`src/include/spu_defines.svh`:
```
/*
  Offsets, field positions, reset values and timing figures of the serial port block.
  Assumes it is included by bare name from files that need these constants.
*/
`ifndef SPU_DEFINES_SVH
`define SPU_DEFINES_SVH

`define SPU_OFF_DATA    3'h0
`define SPU_OFF_IER     3'h1
`define SPU_OFF_FIFO    3'h2
`define SPU_OFF_LCR     3'h3
`define SPU_OFF_MCR     3'h4
`define SPU_OFF_LSR     3'h5
`define SPU_OFF_MSR     3'h6
`define SPU_OFF_SCRATCH 3'h7

`define SPU_LCR_BREAK   6
`define SPU_LCR_DIVISOR_ACCESS_SELECT    7
`define SPU_FCR_ENABLE  0
`define SPU_FCR_RXCLR   1
`define SPU_FCR_TXCLR   2
`define SPU_MCR_DTR     0
`define SPU_MCR_RTS     1
`define SPU_LSR_THRE    5
`define SPU_LSR_TEMT    6

`define SPU_TRIG_00     5'h01
`define SPU_TRIG_01     5'h04
`define SPU_TRIG_10     5'h08
`define SPU_TRIG_11     5'h0e

`define SPU_DIV_RESET   16'h000c
`define SPU_BYTE_RESET  8'h00
`define SPU_LAST_BASE   3'h4

`define SPU_CLK_HZ      100000000
`define SPU_BASE_BAUD   115200
`define SPU_CYC_PER_DIV (`SPU_CLK_HZ / `SPU_BASE_BAUD)

`endif

```
`src/include/spu_pkg.sv`:
```
/*
  Types shared by the serial port block: line format, received character and states.
  Assumes nothing beyond a SystemVerilog compiler.
*/
package spu_pkg;

  typedef struct packed {
    logic       par_stick;
    logic       par_even;
    logic       par_en;
    logic       stop2;
    logic [1:0] len;
  } spu_frame_type;

  typedef struct packed {
    logic       bi;
    logic       fe;
    logic       pe;
    logic [7:0] data;
  } spu_char_type;

  typedef enum {SER_IDLE, SER_START, SER_DATA, SER_PAR, SER_STOP} spu_ser_state_type;

endpackage

```
`src/hdl/spu_tx.sv`:
```
/*
  Serial transmitter: frames one character per start pulse onto the line.
  Assumes start is only pulsed while busy is low and bit_cycles is at least one.
*/
`timescale 1ns/10ps
`default_nettype none
`include "spu_defines.svh"

module spu_tx
  import spu_pkg::*;
#(
  parameter int CW = 26
)(
  input  wire logic          clock,
  input  wire logic          rst_b,
  input  wire logic          start,
  input  wire logic [7:0]    data,
  input  wire spu_frame_type frame,
  input  wire logic [CW-1:0] bit_cycles,
  output logic               txd,
  output logic               busy
);

  spu_ser_state_type state;
  logic [CW-1:0]     cyc;
  logic [2:0]        idx;
  logic [7:0]        sh;
  logic              par;
  logic              stops;
  logic [7:0]        masked;

  assign masked = data & (8'hff >> (2'h3 - frame.len));
  assign busy   = state != SER_IDLE;

  always_ff @(posedge clock or negedge rst_b) begin
    if (!rst_b) begin
      state <= SER_IDLE;
      txd   <= 1'b1;
      cyc   <= '0;
      idx   <= '0;
      sh    <= '0;
      par   <= 1'b0;
      stops <= 1'b0;
    end else if (state == SER_IDLE) begin
      if (start) begin
        sh    <= masked;
        par   <= frame.par_stick ? ~frame.par_even : ((^masked) ^ ~frame.par_even);
        txd   <= 1'b0;
        cyc   <= '0;
        state <= SER_START;
      end
    end else if (cyc != bit_cycles - 1'b1) begin
      cyc <= cyc + 1'b1;
    end else begin
      cyc <= '0;
      case (state)
        SER_START: begin
          txd   <= sh[0];
          sh    <= sh >> 1;
          idx   <= '0;
          state <= SER_DATA;
        end
        SER_DATA: begin
          if (idx == `SPU_LAST_BASE + {1'b0, frame.len}) begin
            txd   <= frame.par_en ? par : 1'b1;
            stops <= frame.stop2;
            state <= frame.par_en ? SER_PAR : SER_STOP;
          end else begin
            txd <= sh[0];
            sh  <= sh >> 1;
            idx <= idx + 1'b1;
          end
        end
        SER_PAR: begin
          txd   <= 1'b1;
          state <= SER_STOP;
        end
        SER_STOP: begin
          if (stops) begin
            stops <= 1'b0;
          end else begin
            state <= SER_IDLE;
          end
        end
        default: state <= SER_IDLE;
      endcase
    end
  end
endmodule
`default_nettype wire

```
`src/hdl/spu_rx.sv`:
```
/*
  Serial receiver: finds a start edge, samples mid-bit and reports one character.
  Assumes rxd is synchronous to clock and idles high.
*/
`timescale 1ns/10ps
`default_nettype none
`include "spu_defines.svh"

module spu_rx
  import spu_pkg::*;
#(
  parameter int CW = 26
)(
  input  wire logic          clock,
  input  wire logic          rst_b,
  input  wire logic          rxd,
  input  wire spu_frame_type frame,
  input  wire logic [CW-1:0] bit_cycles,
  output logic               valid,
  output spu_char_type       char_out
);

  spu_ser_state_type state;
  logic [CW-1:0]     cyc;
  logic [2:0]        idx;
  logic [7:0]        sh;
  logic [7:0]        dat;
  logic              rpar;
  logic              rxd_q;
  logic              expect_par;

  assign dat        = sh >> (2'h3 - frame.len);
  assign expect_par = frame.par_stick ? ~frame.par_even : ((^dat) ^ ~frame.par_even);

  always_ff @(posedge clock or negedge rst_b) begin
    if (!rst_b) begin
      state    <= SER_IDLE;
      cyc      <= '0;
      idx      <= '0;
      sh       <= '0;
      rpar     <= 1'b0;
      rxd_q    <= 1'b1;
      valid    <= 1'b0;
      char_out <= '0;
    end else begin
      rxd_q <= rxd;
      valid <= 1'b0;
      case (state)
        SER_IDLE: begin
          // A falling edge is needed, so a held break yields one character only.
          if (rxd_q && !rxd) begin
            cyc   <= '0;
            state <= SER_START;
          end
        end
        SER_START: begin
          if (cyc == (bit_cycles >> 1)) begin
            cyc   <= '0;
            idx   <= '0;
            state <= rxd ? SER_IDLE : SER_DATA;
          end else begin
            cyc <= cyc + 1'b1;
          end
        end
        default: begin
          if (cyc != bit_cycles - 1'b1) begin
            cyc <= cyc + 1'b1;
          end else begin
            cyc <= '0;
            if (state == SER_DATA) begin
              sh <= {rxd, sh[7:1]};
              if (idx == `SPU_LAST_BASE + {1'b0, frame.len}) begin
                state <= frame.par_en ? SER_PAR : SER_STOP;
              end else begin
                idx <= idx + 1'b1;
              end
            end else if (state == SER_PAR) begin
              rpar  <= rxd;
              state <= SER_STOP;
            end else begin
              valid         <= 1'b1;
              char_out.data <= dat;
              char_out.pe   <= frame.par_en && (rpar != expect_par);
              char_out.fe   <= !rxd;
              char_out.bi   <= !rxd && (dat == 8'h00) && !(frame.par_en && rpar);
              state         <= SER_IDLE;
            end
          end
        end
      endcase
    end
  end

endmodule
`default_nettype wire

```
`src/hdl/spu_serial_port.sv`:
```
/*
  Byte-wide register block of an asynchronous serial port with FIFOs and modem lines.
  Assumes a host that pulses io_rd or io_wr for one clock with a stable address,
  and modem and serial inputs already synchronous to clock.
*/
`timescale 1ns/10ps
`default_nettype none
`include "spu_defines.svh"

////////////////////////////////////////////////////////////////////////////////

// Function
// - All registers are eight bits, bit 0 least significant.
// - Registers decode at offsets 0 to 7 above a switch-chosen base.
// - Line control bit 7 switches offsets 0 and 1 to the divisor.
// - Read at offset 0 returns the oldest received character.
// - Write at offset 0 queues a character for transmission.
// - Divisor access: offset 0 is divisor low byte, offset 1 high byte.
// - Bit rate equals 115200 divided by the divisor.
// - Offset 1 holds four interrupt enable bits.
// - FIFO control bit 0 enables FIFOs; bits 1 and 2 empty them.
// - FIFO control bits 7:6 pick receive trigger of 1, 4, 8 or 14.
// - Line control sets length, stop bits, parity mode and break.
// - Line status bit 5 shows the transmit holding side empty.
// - Line status bit 6 shows holding and shift register both empty.
// - Line status bit 7 shows any erroneous character in receive FIFO.
// - Modem status bits 0 to 3 flag changes and ring trailing edge.
// - Modem status bits 4 to 7 show CTS, DSR, RI, DCD levels.
// - Offset 7 is a scratch byte with no other effect.
module spu_serial_port
  import spu_pkg::*;
#(
  parameter int IOW   = 10,
  parameter int DEPTH = 16
)(
  input  wire logic           clock,
  input  wire logic           rst_b,
  input  wire logic [IOW-1:0] io_addr,
  input  wire logic [IOW-4:0] base_switch,
  input  wire logic           io_wr,
  input  wire logic           io_rd,
  input  wire logic [7:0]     io_wdata,
  output logic      [7:0]     io_rdata,
  input  wire logic           serial_in,
  output logic                serial_out,
  input  wire logic           cts,
  input  wire logic           dsr,
  input  wire logic           ri,
  input  wire logic           dcd,
  output logic                dtr,
  output logic                rts,
  output logic                rx_level_reached
);

  localparam int AW = $clog2(DEPTH);
  localparam int CW = 26;

  if (DEPTH < 16 || (1 << AW) != DEPTH || IOW < 4) begin : g_bad_params
    $error("DEPTH must be a power of two of at least 16 and IOW at least 4");
  end

  ////////////////////////////////////////////////////////////////////////////////

  logic [15:0]   div;
  logic [7:0]    ier;
  logic [7:0]    fifo_control;
  logic [7:0]    line_control;
  logic [7:0]    modem_control;
  logic [7:0]    scratch;
  logic [3:0]    msr_delta;
  logic [3:0]    modem_q;
  logic [CW-1:0] bit_cycles;
  logic          overrun;

  logic          hit;
  logic [2:0]    off;
  logic          divisor_access_select;
  logic          wr_hit;
  logic          rd_hit;
  spu_frame_type frame;
  logic [AW:0]   limit;

  assign off    = io_addr[2:0];
  assign hit    = io_addr[IOW-1:3] == base_switch;
  assign wr_hit = io_wr && hit;
  assign rd_hit = io_rd && hit;
  assign divisor_access_select   = line_control[`SPU_LCR_DIVISOR_ACCESS_SELECT];
  assign frame  = spu_frame_type'(line_control[5:0]);
  assign limit  = fifo_control[`SPU_FCR_ENABLE] ? (AW+1)'(DEPTH) : (AW+1)'(1);
  assign dtr    = modem_control[`SPU_MCR_DTR];
  assign rts    = modem_control[`SPU_MCR_RTS];

  // Control registers; each is one byte wide except the 16-bit divisor.
  always_ff @(posedge clock or negedge rst_b) begin
    if (!rst_b) begin
      div     <= `SPU_DIV_RESET;
      ier     <= `SPU_BYTE_RESET;
      fifo_control     <= `SPU_BYTE_RESET;
      line_control     <= `SPU_BYTE_RESET;
      modem_control     <= `SPU_BYTE_RESET;
      scratch <= `SPU_BYTE_RESET;
    end else if (wr_hit) begin
      case (off)
        `SPU_OFF_DATA:    if (divisor_access_select) div[7:0] <= io_wdata;
        `SPU_OFF_IER:     if (divisor_access_select) div[15:8] <= io_wdata; else ier <= {4'h0, io_wdata[3:0]};
        `SPU_OFF_FIFO:    fifo_control <= io_wdata;
        `SPU_OFF_LCR:     line_control <= io_wdata;
        `SPU_OFF_MCR:     modem_control <= io_wdata;
        `SPU_OFF_SCRATCH: scratch <= io_wdata;
        default:          ;
      endcase
    end
  end

  // A zero divisor is served as one rather than stopping the line.
  always_ff @(posedge clock or negedge rst_b) begin
    if (!rst_b) begin
      bit_cycles <= CW'(`SPU_DIV_RESET * `SPU_CYC_PER_DIV);
    end else begin
      bit_cycles <= CW'((div == 16'h0000 ? 16'h0001 : div) * `SPU_CYC_PER_DIV);
    end
  end

  ////////////////////////////////////////////////////////////////////////////////
  // Transmit side.

  logic [7:0]  tx_mem [DEPTH];
  logic [AW-1:0] tx_rd;
  logic [AW-1:0] tx_wr;
  logic [AW:0] tx_count;
  logic        tx_push;
  logic        tx_pop;
  logic        tx_clear;
  logic        tx_start;
  logic [7:0]  tx_data;
  logic        tx_busy;
  logic        tx_line;

  assign tx_clear = wr_hit && off == `SPU_OFF_FIFO && io_wdata[`SPU_FCR_TXCLR];
  assign tx_push  = wr_hit && off == `SPU_OFF_DATA && !divisor_access_select && tx_count != limit;
  assign tx_pop   = !tx_busy && !tx_start && tx_count != '0;

  always_ff @(posedge clock or negedge rst_b) begin
    if (!rst_b) begin
      tx_rd    <= '0;
      tx_wr    <= '0;
      tx_count <= '0;
      tx_start <= 1'b0;
      tx_data  <= '0;
    end else begin
      tx_start <= tx_pop;
      if (tx_pop) tx_data <= tx_mem[tx_rd];
      if (tx_clear) begin
        tx_rd    <= '0;
        tx_wr    <= '0;
        tx_count <= '0;
      end else begin
        if (tx_push) tx_wr <= tx_wr + 1'b1;
        if (tx_pop)  tx_rd <= tx_rd + 1'b1;
        tx_count <= tx_count + {{AW{1'b0}}, tx_push} - {{AW{1'b0}}, tx_pop};
      end
    end
  end

  always_ff @(posedge clock) begin
    if (tx_push) tx_mem[tx_wr] <= io_wdata;
  end

  spu_tx #(.CW(CW)) u_tx (
    .clock      (clock),
    .rst_b      (rst_b),
    .start      (tx_start),
    .data       (tx_data),
    .frame      (frame),
    .bit_cycles (bit_cycles),
    .txd        (tx_line),
    .busy       (tx_busy)
  );

  always_ff @(posedge clock or negedge rst_b) begin
    if (!rst_b) begin
      serial_out <= 1'b1;
    end else begin
      serial_out <= tx_line && !line_control[`SPU_LCR_BREAK];
    end
  end

  ////////////////////////////////////////////////////////////////////////////////
  // Receive side.

  spu_char_type  rx_mem [DEPTH];
  logic [AW-1:0] rx_rd;
  logic [AW-1:0] rx_wr;
  logic [AW:0]   rx_count;
  logic          rx_valid;
  spu_char_type  rx_char;
  spu_char_type  rx_head;
  logic          rx_push;
  logic          rx_pop;
  logic          rx_clear;
  logic [DEPTH-1:0] err_vec;
  logic [4:0]    trigger;

  assign rx_clear = wr_hit && off == `SPU_OFF_FIFO && io_wdata[`SPU_FCR_RXCLR];
  assign rx_push  = rx_valid && rx_count != limit;
  assign rx_pop   = rd_hit && off == `SPU_OFF_DATA && !divisor_access_select && rx_count != '0;
  assign rx_head  = rx_count != '0 ? rx_mem[rx_rd] : '0;

  spu_rx #(.CW(CW)) u_rx (
    .clock      (clock),
    .rst_b      (rst_b),
    .rxd        (serial_in),
    .frame      (frame),
    .bit_cycles (bit_cycles),
    .valid      (rx_valid),
    .char_out   (rx_char)
  );

  always_ff @(posedge clock or negedge rst_b) begin
    if (!rst_b) begin
      rx_rd    <= '0;
      rx_wr    <= '0;
      rx_count <= '0;
    end else if (rx_clear) begin
      rx_rd    <= '0;
      rx_wr    <= '0;
      rx_count <= '0;
    end else begin
      if (rx_push) rx_wr <= rx_wr + 1'b1;
      if (rx_pop)  rx_rd <= rx_rd + 1'b1;
      rx_count <= rx_count + {{AW{1'b0}}, rx_push} - {{AW{1'b0}}, rx_pop};
    end
  end

  always_ff @(posedge clock) begin
    if (rx_push) rx_mem[rx_wr] <= rx_char;
  end

  // A character arriving with no room is dropped and only the flag records it.
  always_ff @(posedge clock or negedge rst_b) begin
    if (!rst_b) begin
      overrun <= 1'b0;
    end else begin
      overrun <= (overrun && !(rd_hit && off == `SPU_OFF_LSR)) || (rx_valid && rx_count == limit);
    end
  end

  for (genvar i = 0; i < DEPTH; i++) begin : g_err
    assign err_vec[i] = ({1'b0, AW'(AW'(i) - rx_rd)} < rx_count) &&
                        (rx_mem[i].pe || rx_mem[i].fe || rx_mem[i].bi);
  end

  always_comb begin
    case (fifo_control[7:6])
      2'b00:   trigger = `SPU_TRIG_00;
      2'b01:   trigger = `SPU_TRIG_01;
      2'b10:   trigger = `SPU_TRIG_10;
      default: trigger = `SPU_TRIG_11;
    endcase
  end

  always_ff @(posedge clock or negedge rst_b) begin
    if (!rst_b) begin
      rx_level_reached <= 1'b0;
    end else begin
      rx_level_reached <= (AW+1)'(trigger) <= rx_count;
    end
  end

  ////////////////////////////////////////////////////////////////////////////////
  // Modem lines, order cts, dsr, ri, dcd.

  logic [3:0] modem_now;
  logic [3:0] modem_set;
  logic       msr_read;

  assign modem_now = {dcd, ri, dsr, cts};
  assign modem_set = {modem_now[3] ^ modem_q[3], modem_q[2] && !modem_now[2],
                      modem_now[1:0] ^ modem_q[1:0]};
  assign msr_read  = rd_hit && off == `SPU_OFF_MSR;

  // A change seen in the clearing cycle survives the read.
  always_ff @(posedge clock or negedge rst_b) begin
    if (!rst_b) begin
      modem_q   <= 4'h0;
      msr_delta <= 4'h0;
    end else begin
      modem_q   <= modem_now;
      msr_delta <= (msr_read ? 4'h0 : msr_delta) | modem_set;
    end
  end

  ////////////////////////////////////////////////////////////////////////////////
  // Read data.

  logic [7:0] line_status;
  logic [7:0] rd_mux;
  logic       thre;
  logic       temt;

  assign thre = tx_count == '0;
  assign temt = thre && !tx_busy && !tx_start;
  assign line_status  = {|err_vec, temt, thre, rx_head.bi, rx_head.fe, rx_head.pe, overrun, rx_count != '0};

  always_comb begin
    case (off)
      `SPU_OFF_DATA: rd_mux = divisor_access_select ? div[7:0] : rx_head.data;
      `SPU_OFF_IER:  rd_mux = divisor_access_select ? div[15:8] : ier;
      `SPU_OFF_LCR:  rd_mux = line_control;
      `SPU_OFF_MCR:  rd_mux = modem_control;
      `SPU_OFF_LSR:  rd_mux = line_status;
      `SPU_OFF_MSR:  rd_mux = {modem_now, msr_delta};
      `SPU_OFF_SCRATCH: rd_mux = scratch;
      default:       rd_mux = 8'h00;
    endcase
  end

  always_ff @(posedge clock or negedge rst_b) begin
    if (!rst_b) begin
      io_rdata <= 8'h00;
    end else if (rd_hit) begin
      io_rdata <= rd_mux;
    end
  end
endmodule
`default_nettype wire

```
`config.mk`:
```
export PLATFORM = sky130hd
export DESIGN_NAME = spu_serial_port
export DESIGN_NICKNAME = d
export VERILOG_FILES = /design/src/include/spu_pkg.sv /design/src/hdl/spu_tx.sv /design/src/hdl/spu_rx.sv /design/src/hdl/spu_serial_port.sv
export VERILOG_INCLUDE_DIRS = /design/src /design/src/include
export SDC_FILE = /design/constraint.sdc
export NUM_CORES = 1
export LEC_CHECK = 0
export BUFFER_PORTS_ARGS = -buffer_cell sky130_fd_sc_hd__buf_4
export CAP_MARGIN = 0
export CELL_PAD_IN_SITES_DETAIL_PLACEMENT = 1
export CELL_PAD_IN_SITES_GLOBAL_PLACEMENT = 2
export CORE_AREA = 2 2 267 269
export DETAILED_ROUTE_END_ITERATION = 8
export DIE_AREA = 0 0 269 271
export PLACE_DENSITY_LB_ADDON = 0.1
export SYNTH_ARGS = -nofsm -noshare
export SYNTH_HDL_FRONTEND = slang
export SYNTH_SLANG_ARGS = --single-unit
```
`constraint.sdc`:
```
create_clock -name clock -period 5 [get_ports clock]
set_input_delay 1 -clock clock [delete_from_list [all_inputs] [get_ports clock]]
set_output_delay 1 -clock clock [all_outputs]
set_load 0.01 [all_outputs]
```
==> flow_summary.toml, run 1 <==
[outcome]
status = "finished, violations left"
failed_checks = "negative setup slack"

[synthesis]
synth_ff_type = "edfxtp_1"
synthXorXnorAreaFrac = 0.0577
ys_seq_area_frac = 0.516
syn_inst = 2329
synth.lib_cells_used.distinct = 83
post_synth_fa_ha_maj_area_fraction = 0.0857
synth_top_family_by_area = "multiplexers"
synth.area.mux_share = 0.120
syn-num-nets = 2536
postSynthRegisterBits = 526
synth-edff-count = 304
post_synth.cell_area_avg_um2 = 12.2
synth_async_sr_flop_share = 0.422
syn-cell-area_um2 = 28500
synth_compound_area_frac = 0.0682
yosys_warnings = 0
yosys.area_share.simple = 0.115

[clock_network]
tritoncts_num_sinks = 526
cts_made_buffers = 60
cts_htree_levels = 2
cts.clk_slew.worst_paths_ps = 60
clk_path_buf_depth = 3
cts_root_buf = "clkbuf_16"
tritoncts = "built"
latest_clock_arrival_within_the_worst_skew_pair_ps = 640

[power]
vdd.ir_drop.worst_mv = 0.251
power_leakage_nw = 12.8
power-per-cell-area_nw_per_um2 = 314

[timing]
aggregate_negative_setup_slack_ps = -5.93
tightest_slew_ps = 979
final_max_slew_viol_count = 0
worst_slew_margin_rel = 0.347
post-route-period-util = 1.00
hold-worst-slack_ps = 404
setup_violations = 1
finClkSkew_ps = 41.3
fmax_mhz = 200
rsz_0062_raised_after_global_routing = "yes"
finalWorstSetupSlack_ps = -5.93
finalWorstPathRequiredPeriod_ps = 5010
final_hold_violating_endpoints = 0

[placed_design]
port_buf_inserts = 45
dp_slack_ps = -296
gp_congestion = 0.829
detailedPlacementHpwl_mm = 55.6
placed_instances = 3303

[detailed_routing]
detail_route.wirelength_mm = 79.5
firstDrtPassIters = 5
drt-initial-drc-count = 1219
detailroute.via_count = 19100
detail_route.wl_per_cell_um = 23.1
antenna_left = 0
drc = 0
drt-vias-per-instance = 5.55

[worst_hold_path]
hold_path.class = "in2async"

[setup_path]
required_worst_endpoint_ps = 5530
kind_of_start_point_of_the_critical_path = "flop"
worstPathArrival_ps = 5540
worst_r2r_endpoint = "bit_cycles[24]"
crit_fanout = 4
endpoint_kind = "flop"
critical-path-slowest-cell = "fa_2"
r2r_slack_ps = -6
worst-r2r-cell-count = 22
slowest_delay_ps = 580
worst_r2r_startpoint = "div[11]"
cp_common_cell = "fa_2"
cp_cell_sequence = "inv_1, ha_1, and4_1, nand4_1, nor3_2, buf_6, nor2_2, ha_4, fa_2, fa_2, fa_2, ha_4, a211oi_4, buf_4, o2111ai_4, nand2_2, a21oi_4, a41oi_2, a21oi_2, a21o_1, a21oi_2, xnor2_1"
timing_worst_setup_path_type = "reg2reg"

[finish]
fin_nets = 2656
multi_input_comb_area_um2 = 13200
mostFrequentLayoutCell = "edfxtp_1"
stdcell_count = 3441
register_area_um2 = 14700
area_delta_synth_final_pct = 17.1
drive_above_1_share = 0.234
antenna-diode-count = 0
layout.filler_cells = 7188
mostFrequentLayoutCells = "edfxtp_1 (304), dfrtp_1 (208), buf_4 (176), nand2_1 (175), inv_1 (142)"

[global_routing]
globalRouteTotalUtil = 0.222
largest_net_degree_at_the_start_of_global_routing = 107
first_global_vias = 20400
antenna_found_initial = 1
globalRouteOverflowTotal = 0
grt_pass1_wl_mm = 124

[floorplan]
coreArea_um2 = 69800
die_x_um = 269
initial_cell_density_of_the_core = 0.408
die-area_um2 = 72900
rows = 97
io-pin-count = 46
die_y_um = 271

[flow_run]
max_cap_viol_count = 0
-- synth_stat cells (all sizes together) (15+ instances only) --
cell	instances	area, um^2
edfxtp	304	9130
dfrtp	212	5310
nand2	178	668
inv	155	582
nor2	152	573
ha	136	1700
xnor2	109	955
mux4	95	2140
clkbuf	94	353
mux2	87	980
o21ai	76	380
xor2	71	622
a21oi	68	340
nor3	67	340
nand3	53	265
fa	37	741
nand4	34	213
buf	32	140
mux2i	29	290
and3	27	169
nor4	26	211
nand2b	23	144
a21o	20	150
a221oi	17	149
nor2b	15	93.8
-- cells by family (layout without fill, tap and decap cells) --
| kind of cell | Yosys count | after routing |
|---|---|---|
| flops | 526 | 526 |
| mux | 211 | 211 |
| xor+xnor | 183 | 183 |
| fa+ha+maj | 173 | 173 |
| buf+inv | 283 | 455 |
| compound gates | 297 | 297 |
| simple gates | 656 | 656 |
-- layout make-up --
class / instances / share of cell area
clock inverter: 49 / 0.0223
inverter: 157 / 0.0177
tap: 940 / 0.0352
timing repair buffer: 184 / 0.0436
sequential: 526 / 0.440
multi-input combinational: 1520 / 0.395
clock buffer: 65 / 0.0455
-- repair_timing --
action,4_1_cts,5_1_grt
pin swaps,33,47
endpoints found under the setup margin,6,9
hold buffers,0,0
buffers inserted,19,5
gates resized for setup,36,38
-- worst max-delay path by stage --
stage / from / end / slack (ps) / cells past startpoint
after CTS: div[12] / bit_cycles[23] / -20 / 25
after global routing: div[14] / bit_cycles[24] / -260 / 26
final: div[11] / bit_cycles[24] / -6 / 22
after global placement: div[14] / bit_cycles[24] / -190 / 21
after floorplan: div[15] / bit_cycles[25] / 10 / 21
after detailed placement: div[15] / bit_cycles[24] / -300 / 21
-- routing by layer --
metal  share of wire  GRT usage
met4           0.027     0.0627
met1            0.46      0.310
met5        0.000088          0
met2            0.48      0.361
met3           0.034     0.0299
-- power breakdown --
| group | leakage [nW] | internal, mW | switching, mW | total [mW] |
|---|---|---|---|---|
| clock | 1.10 | 3.09 | 1.90 | 4.99 |
| combinational | 6.50 | 0.332 | 0.460 | 0.792 |
| sequential | 5.22 | 4.63 | 0.0775 | 4.71 |
| total | 12.8 | 8.05 | 2.43 | 10.5 |
-- stage by stage --
step	area (um^2)	util	total power, mW
2_1_floorplan	28600	-	5.28
3_3_place_gp	30500	0.438	5.55
3_5_place_dp	30500	0.438	5.59
4_1_cts	33100	0.475	10.6
5_1_grt	33400	0.478	10.9
6_report	33400	0.478	10.5
-- critical path: cells and delay by family (launching register included) --
family / cells / cell delay, ps
buffers and inverters: 3 / 410
flip-flops: 1 / 380
adder cells (fa/ha/maj): 6 / 2110
AO/OA/AOI/OAI: 7 / 1120
XOR/XNOR: 1 / 130
AND/OR/NAND/NOR: 5 / 770
-- registers in the layout (all words and copies together) (netlist names), 5 cells and up --
signal,flops
io_rdata,8
div,16
line_control,8
tx_mem,128
u_rx.cyc,26
modem_control,8
tx_count,5
rx_count,5
u_tx.cyc,26
rx_mem,176
bit_cycles,24
u_tx.sh,8
tx_data,8
u_rx.char_out,11
u_rx.sh,8
scratch,8
(Power assumes the default switching activity.)
==> run 2, diff against run 1 <==
--- a/config.mk
+++ b/config.mk
@@ -10,9 +10,9 @@
 export CAP_MARGIN = 0
 export CELL_PAD_IN_SITES_DETAIL_PLACEMENT = 1
 export CELL_PAD_IN_SITES_GLOBAL_PLACEMENT = 2
-export CORE_AREA = 2 2 267 269
+export CORE_AREA = 2 2 255 257
 export DETAILED_ROUTE_END_ITERATION = 8
-export DIE_AREA = 0 0 269 271
+export DIE_AREA = 0 0 257 259
 export PLACE_DENSITY_LB_ADDON = 0.1
 export SYNTH_ARGS = -nofsm -noshare
 export SYNTH_HDL_FRONTEND = slang
==> constraint.sdc (replaced) <==
create_clock -name clock -period 5.7 [get_ports clock]
set_input_delay 1.14 -clock clock [delete_from_list [all_inputs] [get_ports clock]]
set_output_delay 1.14 -clock clock [all_outputs]
set_load 0.05 [all_outputs]
==> flow_summary.toml, run 2 (synthesis gave the netlist of run 1 again) <==
[global_routing]
antenna_found_initial = 0
globalRouteTotalUtil = 0.233
globalRouteOverflowTotal = 0
grt_pass1_wl_mm = 120
first_global_vias = 19900
largest_net_degree_at_the_start_of_global_routing = 95

[finish]
mostFrequentLayoutCell = "edfxtp_1"
layout.filler_cells = 6546
antenna-diode-count = 0
final_area_um2 = 31900
layout_top_registers = "rx_mem (176), tx_mem (128)"
stdcell_count = 3264
top_register = "rx_mem"
flip_flop_count_of_the_largest_register_all_copies_and_words_added = 176
area_delta_synth_final_pct = 11.7
drive_above_1_share = 0.177
mostFrequentLayoutCells = "edfxtp_1 (304), dfrtp_1 (208), nand2_1 (178), inv_1 (154), nor2_1 (150)"
final_core_util = 0.499
fin_nets = 2568

[timing]
final_max_slew_viol_count = 0
hold-worst-slack_ps = 478
worst_slew_margin_rel = 0.287
post-route-period-util = 0.936
final_hold_violating_endpoints = 0
fmax_mhz = 187
finClkSkew_ps = 26.3
tightest_slew_ps = 1060
aggregate_negative_setup_slack_ps = 0
finalWorstPathRequiredPeriod_ps = 5340
setup_violations = 0

[setup_path]
cp_common_cell = "inv_1"
worst_r2r_startpoint = "div[13]"
endpoint_kind = "flop"
r2r_slack_ps = 360
slowest_delay_ps = 530
critical_path.n_buffers_inverters = 6
critical-path-slowest-cell = "fa_1"
required_worst_endpoint_ps = 6220
family_with_the_most_delay_on_the_worst_path = "adder cells"
crit_fanout = 5
timing_worst_setup_path_type = "reg2reg"
worst_r2r_endpoint = "bit_cycles[25]"
worstPathArrival_ps = 5850
kind_of_start_point_of_the_critical_path = "flop"
worst-r2r-cell-count = 25

[worst_hold_path]
hold_path.class = "reg2reg"
hp-start = "msr_delta[3]"
timing.hold.worst_path_depth = 1
min_to = "msr_delta[3]"

[placed_design]
port_buf_inserts = 45
place_area_um2 = 29800
detailedPlacementHpwl_mm = 54.5
placed_instances = 3156
gp_congestion = 0.839

[detailed_routing]
drc = 0
firstDrtPassIters = 5
drt-vias-per-instance = 5.69
detail_route.wl_per_cell_um = 23.4
detail_route.wirelength_mm = 76.5
detailroute.via_count = 18600
drt-initial-drc-count = 1216
antenna_left = 0

[floorplan]
die_x_um = 257
die_y_um = 259
die-area_um2 = 66600
coreArea_um2 = 63900
initial_cell_density_of_the_core = 0.446
rows = 93
io-pin-count = 46

[clock_network]
tritoncts_num_sinks = 526
cts_htree_levels = 2
tritoncts = "built"
clk_path_buf_depth = 3
latest_clock_arrival_within_the_worst_skew_pair_ps = 620
cts-hold-fix-buffers = 0
cts_made_buffers = 57
cts.clk_slew.worst_paths_ps = 60
cts_root_buf = "clkbuf_16"

[power]
vdd.ir_drop.worst_mv = 0.227
power-per-cell-area_nw_per_um2 = 272
power_leakage_nw = 12.2

[outcome]
status = "complete, no violations"

[flow_run]
max_cap_viol_count = 0
-- run 2: per-layer routing --
metal	global-route usage	wire length, um	vias up
met5	0	0	-
met4	0.0570	1610	0
met3	0.0303	2800	110
met2	0.394	37400	324
met1	0.320	34700	9610
li1	-	-	8533
-- run 2: worst max-delay path by stage --
stage | depth (start not counted) | slack (ps) | startpoint | end
after floorplan | 21 | 190 | div[10] | bit_cycles[25]
after CTS | 23 | 50 | div[13] | bit_cycles[25]
after detailed placement | 23 | 100 | div[15] | bit_cycles[25]
after global routing | 21 | -10 | div[13] | bit_cycles[25]
final | 25 | 360 | div[13] | bit_cycles[25]
after global placement | 23 | 210 | div[15] | bit_cycles[25]
-- run 2: layout make-up --
cell class                      instances  area (um^2)  share of cell area
Inverter                              157          589              0.0185
Clock inverter                         33          379              0.0119
Timing Repair Buffer                   99          763              0.0240
Multi-Input combinational cell       1520        12800               0.401
Tap cell                              855         1070              0.0336
Sequential cell                       526        14700               0.462
Clock buffer                           74         1570              0.0493
-- run 2: through the flow --
| step | power (mW) | setup slack [ps] |
|---|---|---|
| 4_1_cts | 8.76 | 45.5 |
| 3_5_place_dp | 4.91 | 99.9 |
| 5_1_grt | 8.98 | -10.2 |
| 2_1_floorplan | 4.65 | 190 |
| 6_report | 8.65 | 363 |
| 3_3_place_gp | 4.88 | 209 |
-- run 2: power by group --
group,switching (mW),internal [mW]
registers,0.0657,4.06
clock network,1.56,2.27
logic,0.419,0.283
-- run 2: what timing repair did --
action / 4_1_cts / 5_1_grt
buffers inserted: 0 / 1
endpoints found under the setup margin: 0 / 5
resized for setup: 0 / 10
